===== src/core/cspr_consts.svh =====
/*
  Offsets, field positions, reset values and timing figures of the
  converter setpoint register bank.
  Assumes inclusion by bare name from the design files and the bench.
*/
`ifndef CSPR_CONSTS_SVH
`define CSPR_CONSTS_SVH

// =====================================================================
// Register subaddresses
`define CSPR_ADDR_B3      8'h18
`define CSPR_ADDR_B4      8'h19
`define CSPR_ADDR_SLEW    8'h1a

// =====================================================================
// Reset values, normal and alternate default selection
`define CSPR_B3_RST       8'h8c
`define CSPR_B4_RST       8'hb2
`define CSPR_B3_ALT       8'h84
`define CSPR_B4_ALT       8'ha8
`define CSPR_SLEW_RST     8'h06

// =====================================================================
// Field positions
`define CSPR_PSK_BIT      7
`define CSPR_RSV_BIT      6
`define CSPR_GO_BIT       7
`define CSPR_BYP_BIT      6
`define CSPR_SLEW_MSB     2

// =====================================================================
// Timing: blanking time in ms, clock in kHz, derived cycle count
`define CSPR_BLANK_MS     5
`define CSPR_CLK_KHZ      10000
`define CSPR_BLANK_CYC    (`CSPR_BLANK_MS * `CSPR_CLK_KHZ)
`define CSPR_STRAP_WAIT   2'h2

// =====================================================================
// Voltage code tables in mV: low base, low step, knee code,
// value at knee, high step
`define CSPR_B2_BASE      12'd850
`define CSPR_B2_STEP      12'd10
`define CSPR_B2_KNEE      6'h32
`define CSPR_B2_KMV       12'd1350
`define CSPR_B2_HSTEP     12'd25
`define CSPR_B3_BASE      12'd900
`define CSPR_B3_STEP      12'd25
`define CSPR_B3_KNEE      6'h1a
`define CSPR_B3_KMV       12'd1550
`define CSPR_B3_HSTEP     12'd50
`define CSPR_B4_BASE      12'd1175
`define CSPR_B4_STEP      12'd25
`define CSPR_B4_KNEE      6'h0f
`define CSPR_B4_KMV       12'd1550
`define CSPR_B4_HSTEP     12'd50
`define CSPR_B4_MAXCODE   6'h34

`endif


===== src/core/cspr_pkg.sv =====
/*
  Types of the converter setpoint register bank.
  Assumes nothing beyond a SystemVerilog compiler.
*/
package cspr_pkg;

  // Converter kind selecting a voltage table
  typedef enum logic [2:0] {
    CSPR_K_B2 = 3'b001,
    CSPR_K_B3 = 3'b010,
    CSPR_K_B4 = 3'b100
  } cspr_kind_t;

  // Monitor blanking state
  typedef enum logic [1:0] {
    CSPR_ST_RUN   = 2'b01,
    CSPR_ST_BLANK = 2'b10
  } cspr_blank_t;

endpackage


===== src/core/cspr_volt_decode.sv =====
/*
  Registered decoder from a 6-bit voltage code to millivolts.
  Assumes the code comes from logic on the same clock.
*/
`timescale 1ns/100ps
`include "cspr_consts.svh"

module cspr_volt_decode (
  input  wire logic                 sys_clk,
  input  wire logic                 reset,
  input  wire cspr_pkg::cspr_kind_t kind,
  input  wire logic [5:0]           code,
  output logic      [11:0]          mv_q,
  output logic                      reserved_q
);
  import cspr_pkg::*;

  logic [11:0] mv_d;
  logic        reserved_d;
  logic [11:0] c12;
  logic [11:0] base;
  logic [11:0] step;
  logic [11:0] kmv;
  logic [11:0] hstep;
  logic [5:0]  knee;

  // =====================================================================
  // Two linear segments per table, joined at the knee code
  always_comb begin
    c12   = {6'h00, code};
    base  = `CSPR_B2_BASE;
    step  = `CSPR_B2_STEP;
    knee  = `CSPR_B2_KNEE;
    kmv   = `CSPR_B2_KMV;
    hstep = `CSPR_B2_HSTEP;
    reserved_d = 1'b0;
    case (kind)
      CSPR_K_B3: begin
        base  = `CSPR_B3_BASE;
        step  = `CSPR_B3_STEP;
        knee  = `CSPR_B3_KNEE;
        kmv   = `CSPR_B3_KMV;
        hstep = `CSPR_B3_HSTEP;
      end
      CSPR_K_B4: begin
        base  = `CSPR_B4_BASE;
        step  = `CSPR_B4_STEP;
        knee  = `CSPR_B4_KNEE;
        kmv   = `CSPR_B4_KMV;
        hstep = `CSPR_B4_HSTEP;
        reserved_d = (code > `CSPR_B4_MAXCODE);
      end
      default: begin
        base  = `CSPR_B2_BASE;
      end
    endcase
    // Worst product 50*63 stays inside 12 bits
    if (code <= knee) begin
      mv_d = base + step * c12;
    end else begin
      mv_d = kmv + hstep * (c12 - {6'h00, knee});
    end
  end

  // Register the result
  always_ff @(posedge sys_clk) begin
    if (reset) begin
      mv_q       <= 12'h000;
      reserved_q <= 1'b0;
    end else begin
      mv_q       <= mv_d;
      reserved_q <= reserved_d;
    end
  end

endmodule


===== src/core/cspr_regs.sv =====
/*
  Setpoint register bank of the third buck and fourth buck-boost
  converters, the trigger bits of the slew control register, monitor
  blanking after setpoint writes, and code-to-voltage decoding.
  Assumes a serial control port in front that issues one-cycle read
  and write strobes on sys_clk and judges the password itself.
*/
// Overview of operation
// The third buck setpoint sits at 0x18 and resets to 0x8c.
// The buck-boost setpoint sits at 0x19 and resets to 0xb2.
// A write to the third buck setpoint blanks the monitor for 5 ms.
// A write to the buck-boost setpoint blanks the monitor for 5 ms.
// Both setpoints accept only writes that pass password protection.
// Bit 7 is the pulse-skip enable, reset to one.
// Bits 5-0 of the third buck hold its voltage code, reset 0x0c.
// The host avoids reserved buck-boost codes and live code changes.
// The power-up defaults follow the default-select input.
// The second buck code maps to 0.850-1.675 V in two segments.
// The buck-boost code maps to 1.175-3.400 V, codes above 34h reserved.
// The host sets the trigger or bypass bit to apply a buck2 code.
// The trigger bit clears itself when the transition is done.
// Bit 6 of each setpoint reads zero and ignores writes.
// A refused write changes nothing and starts no blanking.
`timescale 1ns/100ps
`include "cspr_consts.svh"

module cspr_regs #(
  parameter int BLANK_CYCLES = `CSPR_BLANK_CYC
) (
  input  wire logic        sys_clk,
  input  wire logic        reset,
  input  wire logic [7:0]  reg_addr,
  input  wire logic        reg_wr,
  input  wire logic        reg_rd,
  input  wire logic [7:0]  reg_wdata,
  output logic      [7:0]  reg_rdata_q,
  input  wire logic        write_unlocked,
  output logic             write_refused_q,
  input  wire logic        default_select_input,
  input  wire logic        ov_raw,
  input  wire logic        uv_raw,
  output logic             ov_flag_q,
  output logic             uv_flag_q,
  output logic             monitor_blank,
  input  wire logic        transition_done,
  output logic             go_pending,
  output logic             trigger_bypass,
  output logic      [2:0]  slew_rate,
  input  wire logic [5:0]  buck2_setpoint,
  output logic      [7:0]  buck3_setpoint,
  output logic      [7:0]  buckboost4_setpoint,
  output logic      [11:0] buck2_mv,
  output logic      [11:0] buck3_mv,
  output logic      [11:0] buckboost4_mv,
  output logic             buckboost4_reserved
);
  import cspr_pkg::*;

  // =====================================================================
  // Default-select synchroniser and strap capture after release
  logic       sel_s1_q;
  logic       sel_s2_q;
  logic [1:0] wait_q;
  logic [1:0] wait_d;
  logic       loaded_q;
  logic       loaded_d;
  logic       strap_load;

  // Wait for the synchroniser to fill before trusting the strap
  always_comb begin
    strap_load = !loaded_q && (wait_q == `CSPR_STRAP_WAIT);
    wait_d     = (wait_q == `CSPR_STRAP_WAIT) ? wait_q : wait_q + 2'h1;
    loaded_d   = loaded_q | strap_load;
  end

  // Two stages for a pin, then the strap sequencer
  always_ff @(posedge sys_clk) begin
    if (reset) begin
      sel_s1_q <= 1'b0;
      sel_s2_q <= 1'b0;
      wait_q   <= 2'h0;
      loaded_q <= 1'b0;
    end else begin
      sel_s1_q <= default_select_input;
      sel_s2_q <= sel_s1_q;
      wait_q   <= wait_d;
      loaded_q <= loaded_d;
    end
  end

  // =====================================================================
  // Register file
  logic [7:0] b3_q;
  logic [7:0] b3_d;
  logic [7:0] b4_q;
  logic [7:0] b4_d;
  logic       go_q;
  logic       go_d;
  logic       byp_q;
  logic       byp_d;
  logic [2:0] slew_q;
  logic [2:0] slew_d;
  logic [7:0] rdata_d;
  logic       refused_d;
  logic       wr_b3;
  logic       wr_b4;
  logic       wr_slew;
  logic       hit_sp;
  logic [7:0] sp_wval;

  // Decode, protection and next values
  always_comb begin
    hit_sp  = (reg_addr == `CSPR_ADDR_B3) || (reg_addr == `CSPR_ADDR_B4);
    wr_b3   = reg_wr && write_unlocked && (reg_addr == `CSPR_ADDR_B3);
    wr_b4   = reg_wr && write_unlocked && (reg_addr == `CSPR_ADDR_B4);
    wr_slew = reg_wr && (reg_addr == `CSPR_ADDR_SLEW);
    refused_d = reg_wr && !write_unlocked && hit_sp;
    // Reserved bit never stored, so it always reads back zero
    sp_wval = reg_wdata;
    sp_wval[`CSPR_RSV_BIT] = 1'b0;
    b3_d   = b3_q;
    b4_d   = b4_q;
    byp_d  = byp_q;
    slew_d = slew_q;
    if (strap_load) begin
      b3_d = sel_s2_q ? `CSPR_B3_ALT : `CSPR_B3_RST;
      b4_d = sel_s2_q ? `CSPR_B4_ALT : `CSPR_B4_RST;
    end else if (wr_b3) begin
      b3_d = sp_wval;
    end else if (wr_b4) begin
      b4_d = sp_wval;
    end
    // Transition end clears the trigger, a fresh write wins
    go_d = go_q && !transition_done;
    if (wr_slew) begin
      go_d   = reg_wdata[`CSPR_GO_BIT] | go_d;
      byp_d  = reg_wdata[`CSPR_BYP_BIT];
      slew_d = reg_wdata[`CSPR_SLEW_MSB:0];
    end
    rdata_d = 8'h00;
    if (reg_addr == `CSPR_ADDR_B3) begin
      rdata_d = b3_q;
    end else if (reg_addr == `CSPR_ADDR_B4) begin
      rdata_d = b4_q;
    end else if (reg_addr == `CSPR_ADDR_SLEW) begin
      rdata_d = {go_q, byp_q, 3'h0, slew_q};
    end
    if (!reg_rd) begin
      rdata_d = reg_rdata_q;
    end
  end

  // Register stage
  always_ff @(posedge sys_clk) begin
    if (reset) begin
      b3_q            <= `CSPR_B3_RST;
      b4_q            <= `CSPR_B4_RST;
      go_q            <= 1'b0;
      byp_q           <= 1'b0;
      slew_q          <= 3'(`CSPR_SLEW_RST);
      reg_rdata_q     <= 8'h00;
      write_refused_q <= 1'b0;
    end else begin
      b3_q            <= b3_d;
      b4_q            <= b4_d;
      go_q            <= go_d;
      byp_q           <= byp_d;
      slew_q          <= slew_d;
      reg_rdata_q     <= rdata_d;
      write_refused_q <= refused_d;
    end
  end

  assign buck3_setpoint      = b3_q;
  assign buckboost4_setpoint = b4_q;
  assign go_pending          = go_q;
  assign trigger_bypass      = byp_q;
  assign slew_rate           = slew_q;

  // =====================================================================
  // Monitor blanking; each accepted setpoint write restarts the window
  cspr_blank_t st_q;
  cspr_blank_t st_d;
  logic [15:0] cnt_q;
  logic [15:0] cnt_d;
  logic        blank_kick;
  logic        ov_d;
  logic        uv_d;

  // Next state of the blanking window and gated monitor results
  always_comb begin
    blank_kick = wr_b3 || wr_b4;
    st_d  = st_q;
    cnt_d = cnt_q;
    case (st_q)
      CSPR_ST_RUN: begin
        if (blank_kick) begin
          st_d  = CSPR_ST_BLANK;
          cnt_d = 16'h0000;
        end
      end
      CSPR_ST_BLANK: begin
        if (blank_kick) begin
          cnt_d = 16'h0000;
        end else if (cnt_q == 16'(BLANK_CYCLES - 1)) begin
          st_d = CSPR_ST_RUN;
        end else begin
          cnt_d = cnt_q + 16'h0001;
        end
      end
      default: begin
        st_d = CSPR_ST_RUN;
      end
    endcase
    ov_d = ov_raw && (st_q != CSPR_ST_BLANK);
    uv_d = uv_raw && (st_q != CSPR_ST_BLANK);
  end

  // Register stage
  always_ff @(posedge sys_clk) begin
    if (reset) begin
      st_q      <= CSPR_ST_RUN;
      cnt_q     <= 16'h0000;
      ov_flag_q <= 1'b0;
      uv_flag_q <= 1'b0;
    end else begin
      st_q      <= st_d;
      cnt_q     <= cnt_d;
      ov_flag_q <= ov_d;
      uv_flag_q <= uv_d;
    end
  end

  assign monitor_blank = (st_q == CSPR_ST_BLANK);

  // =====================================================================
  // Voltage decoders, one per converter
  logic [5:0]  dec_code [3];
  logic [11:0] dec_mv   [3];
  logic        dec_rsv  [3];

  assign dec_code[0] = buck2_setpoint;
  assign dec_code[1] = b3_q[5:0];
  assign dec_code[2] = b4_q[5:0];

  for (genvar gi = 0; gi < 3; gi++) begin : g_dec
    localparam cspr_kind_t KIND = (gi == 0) ? CSPR_K_B2 :
                                  (gi == 1) ? CSPR_K_B3 : CSPR_K_B4;
    cspr_volt_decode u_dec (
      .sys_clk    (sys_clk),
      .reset      (reset),
      .kind       (KIND),
      .code       (dec_code[gi]),
      .mv_q       (dec_mv[gi]),
      .reserved_q (dec_rsv[gi])
    );
  end

  assign buck2_mv            = dec_mv[0];
  assign buck3_mv            = dec_mv[1];
  assign buckboost4_mv       = dec_mv[2];
  assign buckboost4_reserved = dec_rsv[2];
endmodule


===== config.mk =====
export PLATFORM = sky130hd
export DESIGN_NAME = cspr_regs
export DESIGN_NICKNAME = d
export VERILOG_FILES = /design/src/core/cspr_pkg.sv /design/src/core/cspr_volt_decode.sv /design/src/core/cspr_regs.sv
export VERILOG_INCLUDE_DIRS = /design/src /design/src/core
export SDC_FILE = /design/constraint.sdc
export NUM_CORES = 1
export LEC_CHECK = 0
export BUFFER_PORTS_ARGS = -buffer_cell sky130_fd_sc_hd__buf_4
export CAP_MARGIN = 20
export CORE_MARGIN = 2
export CORE_UTILIZATION = 50
export DETAILED_ROUTE_END_ITERATION = 8
export PLACE_DENSITY = 0.72
export SLEW_MARGIN = 10
export SYNTH_ARGS = -nofsm -noshare
export SYNTH_HDL_FRONTEND = slang
export SYNTH_SLANG_ARGS = --single-unit

===== constraint.sdc =====
create_clock -name sys_clk -period 5.3 [get_ports sys_clk]
set_input_delay 0.53 -clock sys_clk [delete_from_list [all_inputs] [get_ports sys_clk]]
set_output_delay 0.53 -clock sys_clk [all_outputs]
set_load 0.005 [all_outputs]

After elaboration in Yosys (flattened, before gate mapping)
Index checks and enable logic that the tools add are counted.
{"block": "word_totals", "register_bits": 92, "latch_bits": 0, "ram_bits": 0, "romBits": 0, "elab_cells": 98, "n_memories": 0}
{"block": "classes", "addsub": 11, "multipliers": 6, "n_div": 0, "magnitude_cmp": 4, "eq_ne": 13, "shift": 0, "n_mux": 22, "bitwise_logic": 2, "n_reduce_logical": 21}
{"op": "$mux 8", "count": 8}
{"op": "$add 11x12->12 const A", "count": 4}
{"op": "$mux 16", "count": 3}
{"op": "$mux 12", "count": 3}
{"op": "$pmux 16 s2", "count": 1}
{"op": "$add 10x12->12 const A", "count": 2}
{"op": "$eq 8x5->1 const B", "count": 3}
{"op": "$mul 5x12->11 const A", "count": 2}
{"op": "$mul 5x6->11 const A", "count": 2}
{"op": "$add 16x1->16 const B", "count": 1}
{"op": "$eq 16x16->1 const B", "count": 1}
{"op": "$mul 5x12->12 const A", "count": 1}
{"op": "$logic_and 1x1->1", "count": 10}
{"op": "$mul 3x6->9 const A", "count": 1}
{"op": "$ne 2x2->1 const B", "count": 4}
{"op": "$sub 6x4->7 const B", "count": 1}
{"op": "$sub 6x5->7 const B", "count": 1}
{"op": "$sub 6x6->7 const B", "count": 1}
{"op": "$gt 6x6->1 const B", "count": 1}
{"op": "$le 6x4->1 const B", "count": 1}
{"op": "$le 6x5->1 const B", "count": 1}
{"op": "$le 6x6->1 const B", "count": 1}
{"op": "$mux 2", "count": 3}
{"op": "$reduce_and 3->1", "count": 2}
{"op": "14 further kinds", "count": 21}

Logic depth before layout (Yosys ltp)
Gate-level depths: netlist of the first run.
{"block": "depth", "word_depth": 5, "mapped_depth": 17}

Cells and area by module
A second synthesis of the first run with hierarchy kept.
{"block": "unflattened", "cells_unflattened": 1406, "hier_area_um2": 11683.7}
{"module": "cspr_volt_decode at g_dec[0].u_dec", "instances": 1, "cells_each": 365, "area_per_inst_um2": 3009.1, "seq_area_each_um2": 260.2}
{"module": "cspr_volt_decode at g_dec[1].u_dec", "instances": 1, "cells_each": 365, "area_per_inst_um2": 2981.6, "seq_area_each_um2": 260.2}
{"module": "cspr_volt_decode at g_dec[2].u_dec", "instances": 1, "cells_each": 364, "area_per_inst_um2": 2980.4, "seq_area_each_um2": 260.2}
{"module": "cspr_regs", "instances": 1, "cells_each": 312, "area_per_inst_um2": 2712.6, "seq_area_each_um2": 1061.0}

Least setup slack after synthesis of the first run
No wires, ideal clock.
{"block": "synth_path", "path_type": "flip-flop to flip-flop", "start": "reg b3_q[2], in the netlist buck3_setpoint[2]", "end": "reg g_dec[1].u_dec.mv_q[11]", "arrival_ps": 3746, "path_slack_ps": 1426, "path_stages_with_launch": 16, "period_less_slack_ps": 3874, "cell_sequence": "dfxtp_1 -> inv_1 -> ha_1 -> a21o_1 -> a21oi_1 -> inv_1 -> fa_1 -> fa_1 -> inv_1 -> ha_1 -> nor3b_1 -> a31oi_1 -> nand4b_1 -> nor3_1 -> xnor2_1 -> o32ai_1"}
{"block": "synth_between", "elab_chain_cells": 4}
{"item": "from (decl)", "line_no": "cspr_regs.sv:93", "source": "logic [7:0] b3_q;"}
{"item": "from (signal assigned)", "line_no": "cspr_regs.sv:156", "source": "b3_q <= `CSPR_B3_RST;"}
{"item": "$sub 6x5->7", "line_no": "cspr_volt_decode.sv:61", "source": "mv_d = kmv + hstep * (c12 - {6'h00, knee});"}
{"item": "$mul 5x12->11", "line_no": "cspr_volt_decode.sv:61"}
{"item": "$add 11x12->12", "line_no": "cspr_volt_decode.sv:61"}
{"item": "$mux 12 (*)", "line_no": "cspr_volt_decode.sv:58", "source": "if (code <= knee) begin"}
{"item": "to (signal assigned)", "line_no": "cspr_volt_decode.sv:71", "source": "mv_q <= mv_d;"}
{"item": "to (decl)", "line_no": "cspr_volt_decode.sv:13", "source": "output logic [11:0] mv_q,"}
Every way passes the cells marked *; elsewhere a longest branch is shown, timed or not.
A chain may end at the register's enable or synchronous reset.

Final worst setup path of the first run
Same ends and word-level chain as after synthesis.

==> results of run 1 <==
[synth_stat cells, types with 15 or more instances]
| cell type | count |
|---|---|
| clkbuf_1 | 18 |
| nor2_1 | 83 |
| ha_1 | 138 |
| fa_1 | 20 |
| a21oi_1 | 43 |
| a211oi_1 | 24 |
| nand2_1 | 46 |
| nand3_1 | 32 |
| nand2b_1 | 17 |
| xnor2_1 | 49 |
| xor2_1 | 38 |
| dfxtp_1 | 90 |
| o21ai_0 | 30 |
| inv_1 | 80 |
| mux2i_1 | 15 |
[power groups by stage]
stage          combinational, W  sequential (W)  clock, W
2_1_floorplan          0.000659        0.000772         0
6_report               0.000882        0.000756  0.000712
3_3_place_gp           0.000854        0.000770         0
3_5_place_dp           0.000863        0.000770         0
4_1_cts                0.000876        0.000756  0.000724
5_1_grt                0.000997        0.000761  0.000745
[per-stage QoR]
| step | hold WS [ps] | instances | power, W | util | instance area [µm²] |
|---|---|---|---|---|---|
| after floorplan | 414 | 898 | 0.00143 | - | 7820 |
| after global placement | 432 | 1184 | 0.00162 | 0.572 | 8730 |
| after detailed placement | 425 | 1184 | 0.00163 | 0.572 | 8730 |
| after CTS | 333 | 1200 | 0.00236 | 0.594 | 9060 |
| after global routing | 350 | 1201 | 0.00250 | 0.594 | 9070 |
| final | 343 | 1201 | 0.00235 | 0.594 | 9070 |
[sequential cells by signal, indices dropped and copies added, names as in the netlist, 2 cells and up]
| signal | count |
|---|---|
| cnt_q | 16 |
| slew_rate | 3 |
| st_q | 2 |
| buck3_setpoint | 7 |
| reg_rdata_q | 8 |
| g_dec.u_dec.mv_q | 36 |
| wait_q | 2 |
| buckboost4_setpoint | 7 |
[critical path: stages (launching register included)]
cell and delay, ps:
dfxtp_1 490, inv_1 170, ha_1 250, a21o_1 220
a21oi_1 360, inv_1 240, fa_1 540, fa_1 510
inv_1 40, ha_1 330, nor3b_1 160, a31oi_1 150
nand4b_1 160, nor3_1 250, xnor2_1 160, o32ai_1 110
[worst paths after layout]
kind                      from                      end  slack (ps)  cells after the start
min reg2reg           sel_s1_q                 sel_s2_q         450                      1
max reg2reg  buck3_setpoint[2]  g_dec[1].u_dec.mv_q[11]        1050                     15
min             write_unlocked          write_refused_q         340                      2
max          buck3_setpoint[2]  g_dec[1].u_dec.mv_q[11]        1050                     15
[area by class of cell]
type | count | area (µm²)
clock inverters | 5 | 85.1
clock buffers | 11 | 243
well taps | 211 | 264
repair buffers | 104 | 781
multi-input cells | 700 | 5590
inverters | 80 | 300
flip-flops and latches | 90 | 1800
fillers | 1375 | 6190
[layer usage]
layer | part of all wire | vias up
met5 | 0 | -
met4 | 0.019 | 0
met3 | 0.044 | 25
met2 | 0.47 | 121
met1 | 0.47 | 2930
li1 | - | 3293
[logic make-up (layout without fill, tap and decap cells)]
kind of cell             after synthesis  count (layout)  share of synthesized area
AND/OR/NAND/NOR                      263             263                      0.171
other                                  1               2                   0.000480
adder cells (fa/ha/maj)              158             158                      0.272
multiplexers                          19              19                     0.0250
buffers and inverters                108             200                     0.0549
AO/OA/AOI/OAI                        171             171                      0.148
XOR/XNOR                              87              87                     0.0974
flip-flops                            90              90                      0.230
==> flow_metrics.tcl, run 1 <==
set metrics [dict create \
    status "complete, no violations" \
    ys_top_cells_by_area "dfxtp_1 (23%), ha_1 (22%), xnor2_1 (5.5%), fa_1 (5.1%), xor2_1 (4.3%)" \
    slew_viol_final 0 \
    drv_cap 0 \
    dpl_worst_slack_ps 1070 \
    io_buffers 98 \
    critPathArrivalTime_ps 4490 \
    grtUsageMet1 0.284 \
    setup_viol 0 \
    post_drt_via_cell_ratio 5.30 \
    swShare 0.341 \
    yosysTopAreaCell "dfxtp_1" \
    clockBufferDepth 2 \
    slew_headroom 0.492 \
    dr.pass1.iters 4 \
    hold_class "primary input to flop" \
    crit_fanout 8 \
    yosysWarnings 0 \
    area_growth_syn_to_layout_pct 16.0 \
    drt_iter0_markers 249 \
    peakVddDrop_mv 0.203 \
    insertion_delay_ps 350 \
    synth_enable_flop_cells 0 \
    finalCritPeriodShare 0.802 \
    cts_resized 0 \
    final_nets 1174 \
    grt_start_max_net_pins 59 \
    timing.final.hold_violations 0 \
    period_needed_ps 4250 \
    finalClockSkew_ps 7.48 \
    io_pins 101 \
    globalRouteTotalUtil 0.220 \
    start_util 0.513 \
    clock-sinks 90 \
    intPower_w 0.00155 \
    die_w_um 129 \
    avgSynthCellArea_um2 8.72 \
    first_global_vias 6150 \
    worst_setup_path_start_kind "flop" \
    cts_made_buffers 9 \
    die_area_um2 16700 \
    n_antenna_cell 0 \
    syn_inst 897 \
    die_h_um 129 \
    synth_cell_types 69 \
    cts_root_buf "clkbuf_16" \
    met3_usage 0.0388 \
    cts.clk_slew.worst_paths_ps 70 \
    rsz0062_at_grt "false" \
    cts_tree "yes" \
    finalWirelength_um 17500 \
    ys_seq_area_frac 0.230 \
    layout_common_cells "ha_1 (138), buf_4 (104), dfxtp_1 (90)" \
    endpoint_kind "flop" \
    p_leak_nw 4.32 \
    yosysTopAreaCellShare 0.230 \
    wl_per_cell_um 14.5 \
    gp_routability_congestion 0.856 \
    grt_pass1_wl_um 29200 \
    final_antenna_net_count 0 \
    power_density_nw_per_um2 259 \
    synth_area_um2 7820 \
    critical_path_class "flop to flop" \
    grt-busiest-layer "met2" \
    ctsHtreeMaxLevel 3 \
    dp_hpwl_um 13700 \
    overflow 0 \
    max_freq_mhz 235 \
    vias 6369 \
    fp-row-count 45 \
    drc 0 \
    gr-usage-met2 0.376 \
    post_cts_buffers 0 \
    clkPwrFrac 0.303 \
    synth_ff_type "dfxtp_1" \
    crit_required_ps 5540 \
    core_area_um2 15300 \
    synth.ff_latch_count 90 \
    setup_slack_ps 1050 \
    worstMarginPinSlew_ps 760 \
    pwr-share-seq 0.322 \
    drive_gt1_frac 0.137 \
    finalSetupTns_ps 0 \
    holdBufCountCts 0 \
    p_switching_w 0.000802 \
    antenna_found_initial 0 \
    comb_power_share 0.375 \
    final_common_cell "ha_1" \
    postSynth.asyncResetShare 0 \
]
No activity file was read; power rests on OpenSTA's default activity.
==> run 2, diff against run 1 <==
Settings changed: ABC_AREA from default to 1, PLACE_DENSITY 0.72 to 0.71.
Clock period 5.3 ns to 4.2 ns, I/O delays scaled along.
==> run 2 against run 1 <==
  * Cell count is 23% higher
  * Area after synthesis is 5.2% higher
  * Critical path type unchanged
  * Global-route usage grew 1.3 points
  * Clock power is 26% higher
  * Utilization down 0.074 points
  * Routed wire length up 14%
  * Non-clock buffer count down 1
  * Worst setup slack got worse by 720 ps
  * Highest routed layer unchanged
==> flow_metrics.tcl, run 2 <==
set metrics [dict create \
    syn_inst 1160 \
    synth_enable_flop_cells 0 \
    cp_top_family "adder cells" \
    start_util 0.514 \
    worstMarginPinSlew_ps 752 \
    clkPwrFrac 0.174 \
    p_leak_nw 4.97 \
    overflow 0 \
    dp_hpwl_um 15600 \
    comb_power_share 0.625 \
    layout_common_cells "nand2_1 (284), inv_1 (183), ha_1 (138)" \
    holdWs_ps 260 \
    area_growth_syn_to_layout_pct 15.5 \
    drt_iter0_markers 404 \
    wl_per_cell_um 13.5 \
    drv_cap 0 \
    slew_viol_final 0 \
    path_cells "ha_1 > nand2_1 > xor2_1 > ha_1 > ha_1 > inv_1 > fa_1 > inv_1 > ha_1 > a21oi_1 > nand3b_1 > nand2_1 > inv_1 > nor2_1 > nand2_1 > nand2_1 > nand3_1 > nand2_1 > inv_1" \
    period_needed_ps 3880 \
    synth_commonest_cells "nand2_1 (284), inv_1 (183), ha_1 (138)" \
    setup_slack_ps 325 \
    worst_setup_path_start_kind "flop" \
    rsz0062_at_grt "false" \
    first_global_vias 7114 \
    clockBufferDepth 2 \
    crit_fanout 7 \
    regMostFlops "g_dec.u_dec.mv_q" \
    die_area_um2 17500 \
    drive_gt1_frac 0.106 \
    post_drt_via_cell_ratio 5.14 \
    final_nets 1444 \
    cts.clk_slew.worst_paths_ps 70 \
    endpoint_kind "flop" \
    setup_viol 0 \
    crit_cells 19 \
    die_h_um 132 \
    fillerInstances 1589 \
    io_buffers 98 \
    r2r-end "g_dec[2].u_dec.mv_q[11]" \
    core_area_um2 16000 \
    r2r_slack_ps 320 \
    ys_top_cells_by_area "dfxtp_1 (22%), ha_1 (21%), nand2_1 (13%), inv_1 (8.4%), a21oi_1 (5.0%)" \
    cpPeakStageDelay_ps 490 \
    cts_tree "yes" \
    largest_reg_flops 36 \
    antenna_found_initial 0 \
    finalClockSkew_ps 12.3 \
    cp-startpoint "buckboost4_setpoint[1]" \
    holdCritStartpoint "write_unlocked" \
    n_antenna_cell 0 \
    intPower_w 0.00283 \
    grt_start_max_net_pins 55 \
    fp-row-count 46 \
    reg2reg_from "buckboost4_setpoint[1]" \
    total_power_w 0.00514 \
    critical_path_class "flop to flop" \
    yosysTopAreaCell "dfxtp_1" \
    worst-path-buf-inv 4 \
    globalRouteTotalUtil 0.233 \
    insertion_delay_ps 350 \
    synthMostInstantiatedCell "nand2_1" \
    synth_ff_type "dfxtp_1" \
    ctsHtreeMaxLevel 3 \
    final_common_cell "nand2_1" \
    critPathArrivalTime_ps 4120 \
    cp_slowest_cell "fa_1" \
    power_density_nw_per_um2 542 \
    slew_headroom 0.497 \
    p_switching_w 0.00232 \
    swShare 0.450 \
    dpl_worst_slack_ps 281 \
    critPathMostFrequentCell "nand2_1" \
    status "complete, no violations" \
    whs_endpoint "write_refused_q" \
    drc 0 \
    dr.pass1.iters 6 \
    clock-sinks 90 \
    final_antenna_net_count 0 \
    postSynth.asyncResetShare 0 \
    ys_seq_area_frac 0.219 \
    yosysTopAreaCellShare 0.219 \
    max_freq_mhz 258 \
    finalSetupTns_ps 0 \
    cts_root_buf "clkbuf_16" \
    die_w_um 132 \
    pwr-share-seq 0.202 \
    hold_depth 2 \
    gp_routability_congestion 0.901 \
    reg_top3 "g_dec.u_dec.mv_q (36), cnt_q (16), reg_rdata_q (8)" \
    crit_required_ps 4450 \
    holdBufCountCts 0 \
    io_pins 101 \
    grt_pass1_wl_um 33600 \
    avgSynthCellArea_um2 7.09 \
    hold_class "primary input to flop" \
    finalCritPeriodShare 0.923 \
    synth.ff_latch_count 90 \
    yosysWarnings 0 \
    ff2ff_path_depth 19 \
    timing.final.hold_violations 0 \
    vias 7594 \
    synth_cell_types 39 \
    synth_area_um2 8220 \
    peakVddDrop_mv 0.335 \
    finalWirelength_um 20000 \
    cts_made_buffers 9 \
]
## run 2: how the worst max path moves through the flow
stage,endpoint,slack (ps)
after CTS,g_dec[1].u_dec.mv_q[11],270
after detailed placement,g_dec[1].u_dec.mv_q[11],280
after global routing,g_dec[2].u_dec.mv_q[11],50
after global placement,g_dec[1].u_dec.mv_q[11],440
after floorplan,g_dec[1].u_dec.mv_q[11],610
final,g_dec[2].u_dec.mv_q[11],320
## run 2: layout make-up
| cell class | count | area (µm²) | share of cell area |
|---|---|---|---|
| timing repair buffer | 103 | 773 | 0.0814 |
| inverter | 186 | 698 | 0.0735 |
| multi-input combinational | 865 | 5630 | 0.593 |
| clock buffer | 10 | 229 | 0.0241 |
| sequential | 90 | 1800 | 0.190 |
| clock inverter | 6 | 88.8 | 0.00935 |
| tap | 216 | 270 | 0.0285 |
## run 2: layer usage
layer	up-vias	wire, µm	GRT usage
met3	23	880	0.0354
li1	3959	-	-
met5	-	0	0
met4	0	293	0.0562
met1	3453	9380	0.309
met2	159	9420	0.398
## run 2: what timing repair did
item                       CTS  global route
gates resized for setup      0             1
setup endpoints to repair    0             1
buffers inserted             0             0
## run 2: logic make-up after synthesis
kind of cell,after synthesis,synth area share
XOR/XNOR,56,0.0596
other,1,0.000456
AO/OA/AOI/OAI,160,0.106
adder cells (fa/ha/maj),158,0.259
flip-flops,90,0.219
buffers and inverters,206,0.0962
AND/OR/NAND/NOR,489,0.260
## run 2: power by group through the flow
stage                     Sequential, W  Clock (W)  Combinational [W]
after global routing            0.00105   0.000953            0.00370
after CTS                       0.00104   0.000909            0.00322
after floorplan                 0.00107          0            0.00244
final                           0.00104   0.000894            0.00321
after global placement          0.00106          0            0.00313
after detailed placement        0.00106          0            0.00319
## run 2: through the flow
step	std cells	utilization	area, µm²
after detailed placement	1460	0.574	9180
after CTS	1476	0.593	9500
final	1476	0.594	9500
after global placement	1460	0.574	9180
after global routing	1476	0.594	9500
after floorplan	1161	-	8230
